**config.mk**
```make
export PLATFORM = sky130hd
export DESIGN_NAME = rpm_top
export DESIGN_NICKNAME = d
export VERILOG_FILES = /design/src/logic/rpm_pkg.sv /design/src/logic/rpm_edge_sync.sv /design/src/logic/rpm_prescaler.sv /design/src/logic/rpm_top.sv
export SDC_FILE = /design/constraint.sdc
export NUM_CORES = 1
export LEC_CHECK = 0
export BUFFER_PORTS_ARGS = -buffer_cell sky130_fd_sc_hd__buf_2
export CORE_MARGIN = 5
export CORE_UTILIZATION = 45
export DETAILED_ROUTE_END_ITERATION = 7
export PLACE_DENSITY = 0.69
export SYNTH_ARGS = -nofsm -noshare
export SYNTH_HDL_FRONTEND = slang
export SYNTH_SLANG_ARGS = --single-unit
```
**constraint.sdc**
```tcl
create_clock -name clk_sys -period 3.2 [get_ports clk_sys]
set_input_delay 0.32 -clock clk_sys [delete_from_list [all_inputs] [get_ports clk_sys]]
set_output_delay 0.32 -clock clk_sys [all_outputs]
set_load 0.02 [all_outputs]
```
**src/logic/rpm_pkg.sv**
```systemverilog
/*
  Constants, field layouts and carrier types for the prescaled
  modulo tick counter.
  Assumes a 32-bit AHB-Lite register bus; each 8-bit register sits in
  the low byte of one aligned word at four times its register index.
*/
`default_nettype none

package rpm_pkg;

  // ---------------------------------------------------------------
  // Register indices and byte addresses
  // ---------------------------------------------------------------
  localparam logic [15:0] IDX_MATCH_CTRL = 16'h306A;
  localparam logic [15:0] IDX_SRC_PS = 16'h306B;
  localparam logic [15:0] IDX_MOD_HI = 16'h306C;
  localparam logic [15:0] IDX_MOD_LO = 16'h306D;
  localparam logic [15:0] IDX_CNT_HI = 16'h306E;
  localparam logic [15:0] IDX_CNT_LO = 16'h306F;
  localparam int unsigned ADDR_SHIFT = 2;
  localparam logic [15:0] ADDR_MATCH_CTRL = IDX_MATCH_CTRL << ADDR_SHIFT;
  localparam logic [15:0] ADDR_SRC_PS = IDX_SRC_PS << ADDR_SHIFT;
  localparam logic [15:0] ADDR_MOD_HI = IDX_MOD_HI << ADDR_SHIFT;
  localparam logic [15:0] ADDR_MOD_LO = IDX_MOD_LO << ADDR_SHIFT;
  localparam logic [15:0] ADDR_CNT_HI = IDX_CNT_HI << ADDR_SHIFT;
  localparam logic [15:0] ADDR_CNT_LO = IDX_CNT_LO << ADDR_SHIFT;

  // ---------------------------------------------------------------
  // Field positions
  // ---------------------------------------------------------------
  localparam int unsigned FLAG_BIT = 7;
  localparam int unsigned IE_BIT = 6;
  localparam int unsigned SRC_MSB = 7;
  localparam int unsigned SRC_LSB = 6;
  localparam int unsigned PS_MSB = 2;
  localparam int unsigned PS_LSB = 0;

  // ---------------------------------------------------------------
  // Codes and reset values
  // ---------------------------------------------------------------
  localparam logic [1:0] SRC_EXT_OSC = 2'h0;
  localparam logic [1:0] SRC_LOW_PWR = 2'h1;
  localparam logic [1:0] SRC_RST = 2'h0;
  localparam logic [2:0] PS_OFF = 3'h0;
  localparam logic [2:0] PS_RST = 3'h0;
  localparam logic [2:0] PS_DEC_LO = 3'h6;
  localparam logic [2:0] PS_DEC_HI = 3'h7;
  localparam logic [7:0] MOD_RST = 8'h00;
  localparam logic [15:0] CNT_RST = 16'h0000;
  localparam logic [1:0] HTRANS_NONSEQ = 2'h2;

  // ---------------------------------------------------------------
  // Divide ratios
  // ---------------------------------------------------------------
  localparam int unsigned CNT_W = 16;
  localparam int unsigned DIV_W = 12;
  localparam int unsigned DIV_BIN_BASE = 1;
  localparam int unsigned DIV_HI_BASE = 128;
  localparam int unsigned DIV_DEC_LO = 100;
  localparam int unsigned DIV_DEC_HI = 1000;

  // ---------------------------------------------------------------
  // Carrier types
  // ---------------------------------------------------------------
  typedef struct packed {
    logic hsel;
    logic [1:0] htrans;
    logic [31:0] haddr;
    logic hwrite;
    logic [2:0] hsize;
  } rpm_ahb_req_t;

  typedef struct packed {
    logic [1:0] src;
    logic [2:0] ps;
  } rpm_ctrl_t;

  // Last prescaler count (ratio minus one) for a source and code
  function automatic logic [DIV_W-1:0] rpm_div_last(
    input logic src_lsb,
    input logic [2:0] ps
  );
    logic [DIV_W-1:0] r;
    r = '0;
    if (ps == PS_OFF) begin
      r = '0;
    end else if (!src_lsb) begin
      r = DIV_W'((DIV_BIN_BASE << (ps - 3'h1)) - 1);
    end else if (ps == PS_DEC_LO) begin
      r = DIV_W'(DIV_DEC_LO - 1);
    end else if (ps == PS_DEC_HI) begin
      r = DIV_W'(DIV_DEC_HI - 1);
    end else begin
      r = DIV_W'((DIV_HI_BASE << (ps - 3'h1)) - 1);
    end
    return r;
  endfunction : rpm_div_last

endpackage : rpm_pkg

`default_nettype wire

```
**src/logic/rpm_edge_sync.sv**
```systemverilog
/*
  Two-flop synchroniser with rising edge detection for a slow clock
  arriving from outside the bus clock domain.
  Assumes the incoming clock is well below half the bus clock rate.
*/
`timescale 1ns/10ps
`default_nettype none

module rpm_edge_sync
  import rpm_pkg::*;
(
  input wire logic clk_sys, // Bus clock
  input wire logic nrst, // Asynchronous reset, active low
  input wire logic async_in, // Foreign clock level
  output var logic rise_q // One-cycle pulse per rising edge
);

  logic meta_q;
  logic sync_q;
  logic prev_q;

  // ---------------------------------------------------------------
  // Synchroniser and edge detector
  // ---------------------------------------------------------------
  always_ff @(posedge clk_sys or negedge nrst) begin
    if (!nrst) begin
      meta_q <= 1'b0;
      sync_q <= 1'b0;
      prev_q <= 1'b0;
      rise_q <= 1'b0;
    end else begin
      meta_q <= async_in;
      sync_q <= meta_q;
      prev_q <= sync_q;
      rise_q <= sync_q & ~prev_q;
    end
  end

endmodule : rpm_edge_sync

`default_nettype wire

```
**src/logic/rpm_prescaler.sv**
```systemverilog
/*
  Binary and decimal prescaler driven by a per-cycle source enable.
  Assumes source enables are already in the bus clock domain.
*/
`timescale 1ns/10ps
`default_nettype none

module rpm_prescaler
  import rpm_pkg::*;
#(
  parameter int unsigned WIDTH = DIV_W
)
(
  input wire logic clk_sys, // Bus clock
  input wire logic nrst, // Asynchronous reset, active low
  input wire logic src_tick, // One source edge this cycle
  input wire rpm_ctrl_t ctrl, // Source and prescaler codes
  input wire logic clear, // Return prescaler to zero
  output var logic tick_q // One-cycle pulse per output period
);

  generate
    if (WIDTH < 11 || WIDTH > DIV_W) begin : g_bad_width
      $error("prescaler width cannot hold the ratios");
    end
  endgenerate

  logic [WIDTH-1:0] cnt_q;
  logic [WIDTH-1:0] last;
  logic off;

  // ---------------------------------------------------------------
  // Ratio selection
  // ---------------------------------------------------------------
  assign last = WIDTH'(rpm_div_last(ctrl.src[0], ctrl.ps));
  assign off = (ctrl.ps == PS_OFF);

  always_ff @(posedge clk_sys or negedge nrst) begin
    if (!nrst) begin
      cnt_q <= '0;
      tick_q <= 1'b0;
    end else if (clear || off) begin
      cnt_q <= '0;
      tick_q <= 1'b0;
    end else if (src_tick && cnt_q >= last) begin
      cnt_q <= '0;
      tick_q <= 1'b1;
    end else if (src_tick) begin
      cnt_q <= cnt_q + 1'b1;
      tick_q <= 1'b0;
    end else begin
      tick_q <= 1'b0;
    end
  end

endmodule : rpm_prescaler

`default_nettype wire

```
**src/logic/rpm_top.sv**
```systemverilog
/*
  Prescaled 16-bit modulo tick counter with an AHB-Lite register slave.
  Assumes one AHB-Lite master, word transfers only, and slow external
  and low-power clocks that are asynchronous to clk_sys.
*/
// The implementer's own choice: the AHB-Lite slave port.
// Functional notes
// - Source code 00 external oscillator, 01 low-power clock, 1x bus clock.
// - Writing a new source code clears prescaler and count.
// - Reset selects source code 00.
// - Prescaler code 000 stops; with source bit0 low divide 1 to 64.
// - With source bit0 high, codes 001 to 101 divide 128 to 2048.
// - With source bit0 high, code 110 divides 100, 111 divides 1000.
// - Writing a new prescaler code clears prescaler and count.
// - Reset clears the prescaler code, so counting stops.
// - Control bits 5 to 3 read zero and ignore writes.
// - On count equal to modulo, count returns to zero, flag sets.
// - Modulo zero sets the flag on every prescaler output tick.
// - Reset clears both modulo bytes.
// - Reading count low freezes count high for a consistent pair.
// - Count bytes are read-only; writes leave count alone.
// - Reset clears count; unchanged codes on write keep count.
// - Count advances once per prescaler period, wraps and continues.
// - Flag sets on the step from modulo value to zero.
// - Writing one clears the flag; writing zero does nothing.
// - Interrupt request is driven while flag and enable are set.
`timescale 1ns/10ps
`default_nettype none

module rpm_top
  import rpm_pkg::*;
(
  input wire logic clk_sys, // Bus clock, 100 MHz
  input wire logic nrst, // Asynchronous reset, active low
  input wire logic ext_osc_clk, // External oscillator clock
  input wire logic lp_osc_clk, // Low-power oscillator clock
  input wire rpm_ahb_req_t ahb_req, // AHB-Lite address phase
  input wire logic [31:0] hwdata, // AHB-Lite write data
  input wire logic hready, // AHB-Lite bus ready
  output var logic [31:0] hrdata, // AHB-Lite read data
  output var logic hreadyout, // AHB-Lite slave ready
  output var logic hresp, // AHB-Lite response, always OKAY
  output var logic match_irq // Match interrupt request
);

  // ---------------------------------------------------------------
  // Elaboration checks
  // ---------------------------------------------------------------
  // The byte lock and the read mux assume a two-byte count
  generate
    if (CNT_W != 16) begin : g_bad_cnt
      $error("tick count must be sixteen bits wide");
    end
    if (DIV_W < 11) begin : g_bad_div
      $error("prescaler count too narrow for the largest ratio");
    end
  endgenerate

  // ---------------------------------------------------------------
  // Address decode helper
  // ---------------------------------------------------------------
  function automatic logic rpm_hit(
    input logic [15:0] addr,
    input logic [15:0] reg_addr
  );
    return addr == reg_addr;
  endfunction : rpm_hit

  // ---------------------------------------------------------------
  // Source edges
  // ---------------------------------------------------------------
  logic ext_rise;
  logic lp_rise;
  logic src_tick;

  rpm_edge_sync u_ext_sync (
    .clk_sys(clk_sys),
    .nrst(nrst),
    .async_in(ext_osc_clk),
    .rise_q(ext_rise)
  );

  rpm_edge_sync u_lp_sync (
    .clk_sys(clk_sys),
    .nrst(nrst),
    .async_in(lp_osc_clk),
    .rise_q(lp_rise)
  );

  rpm_ctrl_t ctrl_q;
  rpm_ctrl_t ctrl_d;

  // Bus source counts every cycle, foreign sources only on synced edges
  assign src_tick = (ctrl_q.src == SRC_EXT_OSC) ? ext_rise :
                    (ctrl_q.src == SRC_LOW_PWR) ? lp_rise :
                    1'b1;

  // ---------------------------------------------------------------
  // Bus phases
  // ---------------------------------------------------------------
  logic addr_ph;
  logic rd_ph;
  logic wr_start;
  logic wr_pend_q;
  logic [15:0] wr_addr_q;
  logic [15:0] rd_addr;

  assign addr_ph = ahb_req.hsel && hready
                   && (ahb_req.htrans == HTRANS_NONSEQ);
  assign wr_start = addr_ph && ahb_req.hwrite;
  assign rd_ph = addr_ph && !ahb_req.hwrite;
  assign rd_addr = ahb_req.haddr[15:0];

  // One wait state on writes so a following read sees the new value
  always_ff @(posedge clk_sys or negedge nrst) begin
    if (!nrst) begin
      wr_pend_q <= 1'b0;
      wr_addr_q <= 16'h0000;
      hreadyout <= 1'b1;
    end else if (wr_start) begin
      wr_pend_q <= 1'b1;
      wr_addr_q <= rd_addr;
      hreadyout <= 1'b0;
    end else begin
      wr_pend_q <= 1'b0;
      hreadyout <= 1'b1;
    end
  end

  always_ff @(posedge clk_sys or negedge nrst) begin
    if (!nrst) begin
      hresp <= 1'b0;
    end else begin
      hresp <= 1'b0;
    end
  end

  // ---------------------------------------------------------------
  // Write strobes
  // ---------------------------------------------------------------
  logic wr_match;
  logic wr_ctrl;
  logic wr_mod_hi;
  logic wr_mod_lo;
  logic cfg_change;

  assign wr_match = wr_pend_q && rpm_hit(wr_addr_q, ADDR_MATCH_CTRL);
  assign wr_ctrl = wr_pend_q && rpm_hit(wr_addr_q, ADDR_SRC_PS);
  assign wr_mod_hi = wr_pend_q && rpm_hit(wr_addr_q, ADDR_MOD_HI);
  assign wr_mod_lo = wr_pend_q && rpm_hit(wr_addr_q, ADDR_MOD_LO);
  assign ctrl_d.src = wr_ctrl ? hwdata[SRC_MSB:SRC_LSB] : ctrl_q.src;
  assign ctrl_d.ps = wr_ctrl ? hwdata[PS_MSB:PS_LSB] : ctrl_q.ps;
  // Rewriting the same codes must not disturb a running count
  assign cfg_change = wr_ctrl && (ctrl_d != ctrl_q);

  always_ff @(posedge clk_sys or negedge nrst) begin
    if (!nrst) begin
      ctrl_q.src <= SRC_RST;
      ctrl_q.ps <= PS_RST;
    end else begin
      ctrl_q <= ctrl_d;
    end
  end

  // ---------------------------------------------------------------
  // Prescaler
  // ---------------------------------------------------------------
  logic ps_tick;

  rpm_prescaler #(
    .WIDTH(DIV_W)
  ) u_prescaler (
    .clk_sys(clk_sys),
    .nrst(nrst),
    .src_tick(src_tick),
    .ctrl(ctrl_q),
    .clear(cfg_change),
    .tick_q(ps_tick)
  );

  // ---------------------------------------------------------------
  // Modulo and count
  // ---------------------------------------------------------------
  logic [7:0] mod_hi_q;
  logic [7:0] mod_lo_q;
  logic [15:0] mod_act_q;
  logic [15:0] tick_count_q;
  logic wrap;
  logic mod_load;

  // A code change wins over a wrap in the same cycle
  assign wrap = ps_tick && !cfg_change
                && (tick_count_q == mod_act_q);
  // Modulo is taken on each wrap, and freely while the prescaler is off
  assign mod_load = wrap || (ctrl_q.ps == PS_OFF) || cfg_change;

  always_ff @(posedge clk_sys or negedge nrst) begin
    if (!nrst) begin
      mod_hi_q <= MOD_RST;
      mod_lo_q <= MOD_RST;
    end else begin
      if (wr_mod_hi) begin
        mod_hi_q <= hwdata[7:0];
      end
      if (wr_mod_lo) begin
        mod_lo_q <= hwdata[7:0];
      end
    end
  end

  always_ff @(posedge clk_sys or negedge nrst) begin
    if (!nrst) begin
      mod_act_q <= {MOD_RST, MOD_RST};
    end else if (mod_load) begin
      mod_act_q <= {mod_hi_q, mod_lo_q};
    end
  end

  always_ff @(posedge clk_sys or negedge nrst) begin
    if (!nrst) begin
      tick_count_q <= CNT_RST;
    end else if (cfg_change) begin
      tick_count_q <= CNT_RST;
    end else if (wrap) begin
      tick_count_q <= CNT_RST;
    end else if (ps_tick) begin
      tick_count_q <= tick_count_q + 16'h0001;
    end
  end

  // ---------------------------------------------------------------
  // Match flag and interrupt
  // ---------------------------------------------------------------
  logic match_flag_q;
  logic match_irq_enable_q;
  logic flag_clr;

  assign flag_clr = wr_match && hwdata[FLAG_BIT];

  always_ff @(posedge clk_sys or negedge nrst) begin
    if (!nrst) begin
      match_flag_q <= 1'b0;
      match_irq_enable_q <= 1'b0;
      match_irq <= 1'b0;
    end else begin
      // A wrap in the clearing cycle keeps the flag set
      match_flag_q <= wrap || (match_flag_q && !flag_clr);
      if (wr_match) begin
        match_irq_enable_q <= hwdata[IE_BIT];
      end
      match_irq <= match_flag_q && match_irq_enable_q;
    end
  end

  // ---------------------------------------------------------------
  // Read path and byte lock
  // ---------------------------------------------------------------
  logic lock_q;
  logic [7:0] cnt_hi_hold_q;
  logic rd_cnt_lo;
  logic rd_cnt_hi;
  logic [7:0] cnt_hi_view;
  logic [7:0] rd_byte;

  // Holding the high byte makes the two byte reads one coherent value
  assign rd_cnt_lo = rd_ph && rpm_hit(rd_addr, ADDR_CNT_LO);
  assign rd_cnt_hi = rd_ph && rpm_hit(rd_addr, ADDR_CNT_HI);
  assign cnt_hi_view = lock_q ? cnt_hi_hold_q : tick_count_q[15:8];
  assign rd_byte =
    rpm_hit(rd_addr, ADDR_MATCH_CTRL) ?
      {match_flag_q, match_irq_enable_q, 6'h00} :
    rpm_hit(rd_addr, ADDR_SRC_PS) ?
      {ctrl_q.src, 3'h0, ctrl_q.ps} :
    rpm_hit(rd_addr, ADDR_MOD_HI) ? mod_hi_q :
    rpm_hit(rd_addr, ADDR_MOD_LO) ? mod_lo_q :
    rpm_hit(rd_addr, ADDR_CNT_HI) ? cnt_hi_view :
    rpm_hit(rd_addr, ADDR_CNT_LO) ? tick_count_q[7:0] :
    8'h00;

  always_ff @(posedge clk_sys or negedge nrst) begin
    if (!nrst) begin
      lock_q <= 1'b0;
      cnt_hi_hold_q <= 8'h00;
    end else if (rd_cnt_lo) begin
      lock_q <= 1'b1;
      cnt_hi_hold_q <= tick_count_q[15:8];
    end else if (rd_cnt_hi) begin
      lock_q <= 1'b0;
    end
  end

  // Read data is registered at the address edge, so reads need no wait
  always_ff @(posedge clk_sys or negedge nrst) begin
    if (!nrst) begin
      hrdata <= 32'h0000_0000;
    end else if (rd_ph) begin
      hrdata <= {24'h00_0000, rd_byte};
    end
  end

endmodule : rpm_top

`default_nettype wire

```
# == Word-level counts from Yosys, hierarchy flattened ==
# Cells that the tools add are included.
# op_classes
n_addsub,5
mul,0
div,0
order_cmp,1
eq_ne,16
n_shift,2
mux,27
n_bitwise,4
n_reduce_logical,29
# op_table
op,n
== test 16 bit (second input constant),10
2-to-1 mux 12 bit,7
2-to-1 mux 8 bit,7
2-to-1 mux 16 bit,3
subtractor 12 x 1 -> 12 bit (second input constant),2
logical AND 1 bit,17
adder 16 x 1 -> 16 bit (second input constant),1
== test 16 bit,1
adder 12 x 1 -> 12 bit (second input constant),1
greater-or-equal comparator 12 bit,1
<< shifter 1 x 3 -> 12 bit (first input constant),1
<< shifter 8 x 3 -> 12 bit (first input constant),1
2-to-1 mux 1 bit,8
== test 3 bit (second input constant),2
nonzero test 3 bit,2
!= test 5 bit,1
logical OR 1 bit,4
logical NOT 1 bit,3
logical NOT 3 bit,1
2-to-1 mux 3 bit,1
subtractor 3 x 1 -> 3 bit (second input constant),1
AND 1 bit,2
== test 2 x 1 -> 1 bit (second input constant),1
== test 2 bit (second input constant),1
other kinds (4),5
# totals
reg_bits,112
latchBits,0
ramBits,0
rom_bits,0
output_inout_bits,35
elab_cells,109
n_memories,0

# == Longest topological paths before layout ==
# depth
word_depth,11
ltp_mapped,17
depth_no_buf,14

# == Modules after synthesis ==
# A second synthesis with hierarchy kept.
# hier_totals
cells_unflattened,619
area_unflattened_um2,6346.1
# by_module_without_submodules
module,n_inst,cells_per_inst,area_per_inst_um2,seq_area_each_um2
rpm_top,1,439,4719.5,2278.4
rpm_prescaler,1,170,1398.8,325.3
rpm_edge_sync,2,5,113.9,100.1

# == Worst setup path after synthesis ==
# No wires, ideal clock.
# synth_timing
kind,register to register
start,reg ctrl_q[0] in the netlist's numbering
end,reg u_prescaler.cnt_q[10]
setup_time_ns,0.128
arrival_ns,3.298
t_required_ns,3.072
setup_slack_ns,-0.226
path_stages_with_launch,17
path_buffers,3
period_less_slack_ns,3.426
cell_sequence,dfrtp_1 -> clkbuf_1 -> nor2_1 -> ha_1 -> buf_4 -> and2_1 -> or4_1 -> xnor2_1 -> o211ai_1 -> ha_1 -> nand4_1 -> a21oi_1 -> a21oi_1 -> a211o_1 -> nand2b_1 -> clkbuf_1 -> nor2_1
# synth_between
elab_chain_cells,11
# synth_rtl
element,line,source
from (decl),rpm_top.sv:90,rpm_ctrl_t ctrl_q;
from (signal assigned),rpm_top.sv:161,ctrl_q <= ctrl_d;
subtractor 3 x 1 -> 3 bit,"rpm_pkg.sv:88, rpm_pkg.sv:94",
<< shifter 8 x 3 -> 12 bit,rpm_pkg.sv:94,r = DIV_W'((DIV_HI_BASE << (ps - 3'h1)) - 1);
subtractor 12 x 1 -> 12 bit,rpm_pkg.sv:94,
2-to-1 mux 12 bit,rpm_pkg.sv:91,end else if (ps == PS_DEC_HI) begin
2-to-1 mux 12 bit,rpm_pkg.sv:89,end else if (ps == PS_DEC_LO) begin
2-to-1 mux 12 bit,rpm_pkg.sv:87,end else if (!src_lsb) begin
2-to-1 mux 12 bit,rpm_pkg.sv:85,if (ps == PS_OFF) begin
greater-or-equal comparator 12 bit,rpm_prescaler.sv:45,end else if (src_tick && cnt_q >= last) begin
logical AND 1 bit,rpm_prescaler.sv:45,
2-to-1 mux 12 bit,rpm_prescaler.sv:45,
2-to-1 mux 12 bit,rpm_prescaler.sv:42,end else if (clear || off) begin
to (signal assigned),rpm_prescaler.sv:49,cnt_q <= cnt_q + 1'b1;
to (decl),rpm_prescaler.sv:28,logic [WIDTH-1:0] cnt_q;
# Parallel ways exist; a longest one is shown, timed or not.
# A chain may end at the register's enable or synchronous reset.

# == Final worst setup path ==
# layout_timing
start,reg ctrl_q[1] in the netlist's numbering
end,reg u_prescaler.cnt_q[8]
# The elaborated chain is that of the path after synthesis.

==> flow_metrics.env <==
export IMPL_status="finished, final reports clean"
export IMPL_power_density_nw_per_um2=459
export IMPL_relSlewSlack_pct=40.8
export IMPL_fillers=1241
export IMPL_synth_xor_area_share_pct=4.20
export IMPL_yosys_area_top_type="dfrtp_1"
export IMPL_final_cell_count_no_fill=866
export IMPL_post_drt_wl_per_cell_um=17.0
export IMPL_die_area_um2=16400
export IMPL_nets=777
export IMPL_finalSetupViolCount=0
export IMPL_drc=0
export IMPL_worstSetupPathType="register to register"
export IMPL_cts_tree="built"
export IMPL_finalCoreUtilization_pct=51.3
export IMPL_antenna_found_initial=0
export IMPL_antenna_cells=0
export IMPL_tightest_slew_ns=0.885
export IMPL_numPortBuffers=42
export IMPL_place_congestion=0.897
export IMPL_synth_top_area_share_pct=44.4
export IMPL_die_x_um=128
export IMPL_placementRows=43
export IMPL_maxSlewViolCount=0
export IMPL_ys_flop_type="dfrtp_1"
export IMPL_worst_path_max_fanout=4
export IMPL_period_needed_ns=3.09
export IMPL_clkTransAtPathRegs_ns=0.08
export IMPL_grt_total_usage_pct=18.3
export IMPL_place_area_um2=6640
export IMPL_ys_seq_area_share_pct=44.8
export IMPL_fin_area_um2=7070
export IMPL_clock_latency_ns=0.36
export IMPL_grt_max_degree=67
export IMPL_cap_violations=0
export IMPL_synth_simple_gate_area_share_pct=17.6
export IMPL_clock_sinks=112
export IMPL_syn_inst=638
export IMPL_slowest_delay_ns=0.45
export IMPL_cp_start_kind="register"
export IMPL_cts_path_max_buffers=2
export IMPL_cpMostUsedCell="a21oi_2"
export IMPL_num_io_pins=111
export IMPL_fmax_ghz=0.323
export IMPL_leakagePower_uw=0.00326
export IMPL_period_share_pct=96.7
export IMPL_detail_route_antenna_nets=0
export IMPL_core_um2=13800
export IMPL_dr_pass1_iters=5
export IMPL_cp_end_kind="register"
export IMPL_rsz0062_at_grt="yes"
export IMPL_initial_core_util_pct=45.4
export IMPL_syn_area_per_cell_um2=9.81
export IMPL_synth_edf_count=0
export IMPL_drt_initial_drc_count=363
export IMPL_regToRegSetupSlack_ns=0.11
export IMPL_yosysUniqueCellTypes=56
export IMPL_area_growth_pct=13.0
export IMPL_crit_required_ns=3.49
export IMPL_synth_compound_area_share_pct=11.9
export IMPL_drt_wl_total_um=14700
export IMPL_num_vias=4873
export IMPL_synthesis_area_um2=6260
export IMPL_synth_mux_area_share_pct=11.4
export IMPL_power_total_uw=3250
export IMPL_synth_top_family_by_area="simple AND/OR/NAND/NOR gates"
export IMPL_cp_slowest_cell="or4_4"
export IMPL_path_cells="nor2_4 > ha_4 > and2_4 > or4_4 > xnor2_2 > o211ai_1 > ha_1 > a21oi_2 > o21ai_2 > a21oi_2 > a211oi_2 > or3_1 > a21oi_2"
export IMPL_drive_above_1_share_pct=23.5
export IMPL_place_inst=846
export IMPL_ctsHtreeMaxLevel=3
export IMPL_ys_ff_latch=112
export IMPL_cts_root_buf="clkbuf_16"
export IMPL_async_flop_share_pct=100
export IMPL_tns_ns=0
export IMPL_hold_path_class="input pin to register"
export IMPL_vdd_drop_max_mv=0.268
export IMPL_cts_buffers=9
export IMPL_grt_pass1_vias=4909
export IMPL_yosys_warnings=0
export IMPL_grt_pass1_wl_um=24300
export IMPL_grt_overflow_total=0
export IMPL_cp_arrival_ns=3.38
export IMPL_hold_viol=0
export IMPL_fin_skew_ns=0.00929
export IMPL_netlist_top_cells_area="dfrtp_1 (44%), mux2_2 (6.8%), nand2_1 (5.0%)"
export IMPL_post_dp_hpwl_um=10600
export IMPL_viasPerCell=5.63
export IMPL_synth_fa_ha_area_share_pct=4.00
export IMPL_die_h_um=128
## layout make-up
class	count	area, um2	area share [%]
flip-flops and latches	112	2810	39.7
well taps	180	225	3.19
inverters	13	48.8	0.690
clock buffers	9	225	3.19
clock inverters	7	95.1	1.34
repair buffers	67	419	5.93
multi-input cells	478	3250	46.0
## cells in the final DEF (no fill, tap or decap), types with 9 or more instances in the layout
cell,n
mux2_2,38
xor2_1,9
a21oi_1,28
buf_4,23
dfrtp_1,109
inv_1,13
nor3_1,14
nand2_1,84
nand3_1,13
buf_2,41
conb_1,25
mux2i_1,11
o21ai_0,38
ha_1,17
mux2_4,10
nor2_1,45
clkbuf_16,9
xnor2_1,20
and3_1,10
## Yosys cell counts, types with 2 or more instances
library cell	instances
a21oi_1	33
nor4_1	2
a211oi_1	6
or4b_2	2
nand3b_1	7
nand2_1	84
o211ai_1	3
nor3_1	15
or3_1	6
o31ai_1	4
or4_1	6
buf_4	26
dfrtp_1	111
nand3_1	13
ha_1	20
and2_1	4
inv_1	13
mux2_4	10
o41ai_1	7
nor2b_1	6
a31oi_1	2
buf_6	2
nand4_1	7
a211o_1	3
o21ai_0	40
a22oi_1	7
mux2_2	38
nand2b_1	6
nand4b_1	2
nor2_1	46
or2_2	3
mux2i_1	11
xor2_1	9
clkbuf_1	30
xnor2_1	21
a221oi_1	3
and3_1	10
o21a_1	2
## metrics by stage
step                      setup slack (ns)  hold WS (ns)
final                                0.106        0.0707
after global routing               -0.0282        0.0645
after CTS                          -0.0138        0.0624
after detailed placement           -0.0368         0.337
after global placement              0.0689         0.336
after floorplan                     0.0139        0.0244
## where the power goes
group          switching, uW  total (uW)  internal, uW  leakage (uW)
clock network            558        1190           633      0.000157
registers               83.9        1600          1510       0.00146
logic                    262         460           198       0.00164
## registers in the layout, indices dropped and copies added (netlist names), 5 cells and up
register,count
u_prescaler.cnt_q,12
tick_count_q,16
mod_lo_q,8
ctrl_q,5
cnt_hi_hold_q,8
mod_hi_q,8
mod_act_q,16
hrdata,8
wr_addr_q,16
## what timing repair did
action                     in CTS  in global routing
setup endpoints to repair       3                 12
hold buffers                    1                  0
hold endpoints to repair        1                  0
buffers inserted                0                  3
resized for setup               2                 18
pin swaps                       0                  6
## final timing paths
path                       cells after the start             start                   end
min in group asynchronous                      2              nrst       tick_count_q[7]
max                                           13         ctrl_q[1]  u_prescaler.cnt_q[8]
min                                            1       ext_osc_clk     u_ext_sync.meta_q
max reg2reg                                   13         ctrl_q[1]  u_prescaler.cnt_q[8]
min reg2reg                                    0  u_lp_sync.meta_q      u_lp_sync.sync_q
max in group asynchronous                      3              nrst             hreadyout
## layer usage
| metal | global-route usage (%) | routed length [um] | vias to the layer above |
|---|---|---|---|
| li1 | - | - | 2278 |
| met3 | 3.08 | 746 | 28 |
| met4 | 7.80 | 325 | 0 |
| met5 | 0 | 0 | - |
| met1 | 24.1 | 6350 | 2393 |
| met2 | 29.9 | 7290 | 174 |
## cell families after synthesis
family,Yosys count
XOR/XNOR,30
adder cells (fa/ha/maj),20
multiplexers,60
buffers and inverters,72
other,1
AO/OA/AOI/OAI,118
flip-flops,112
AND/OR/NAND/NOR,225
## critical path, delay by kind of cell (launching register included)
kind	cells	cell delay (ns)
adder cells (fa/ha/maj)	2	0.51
XOR/XNOR	1	0.15
AO/OA/AOI/OAI	6	0.87
flip-flops	1	0.44
AND/OR/NAND/NOR	4	1.06
Note: power is estimated with default switching activity, not from simulation.
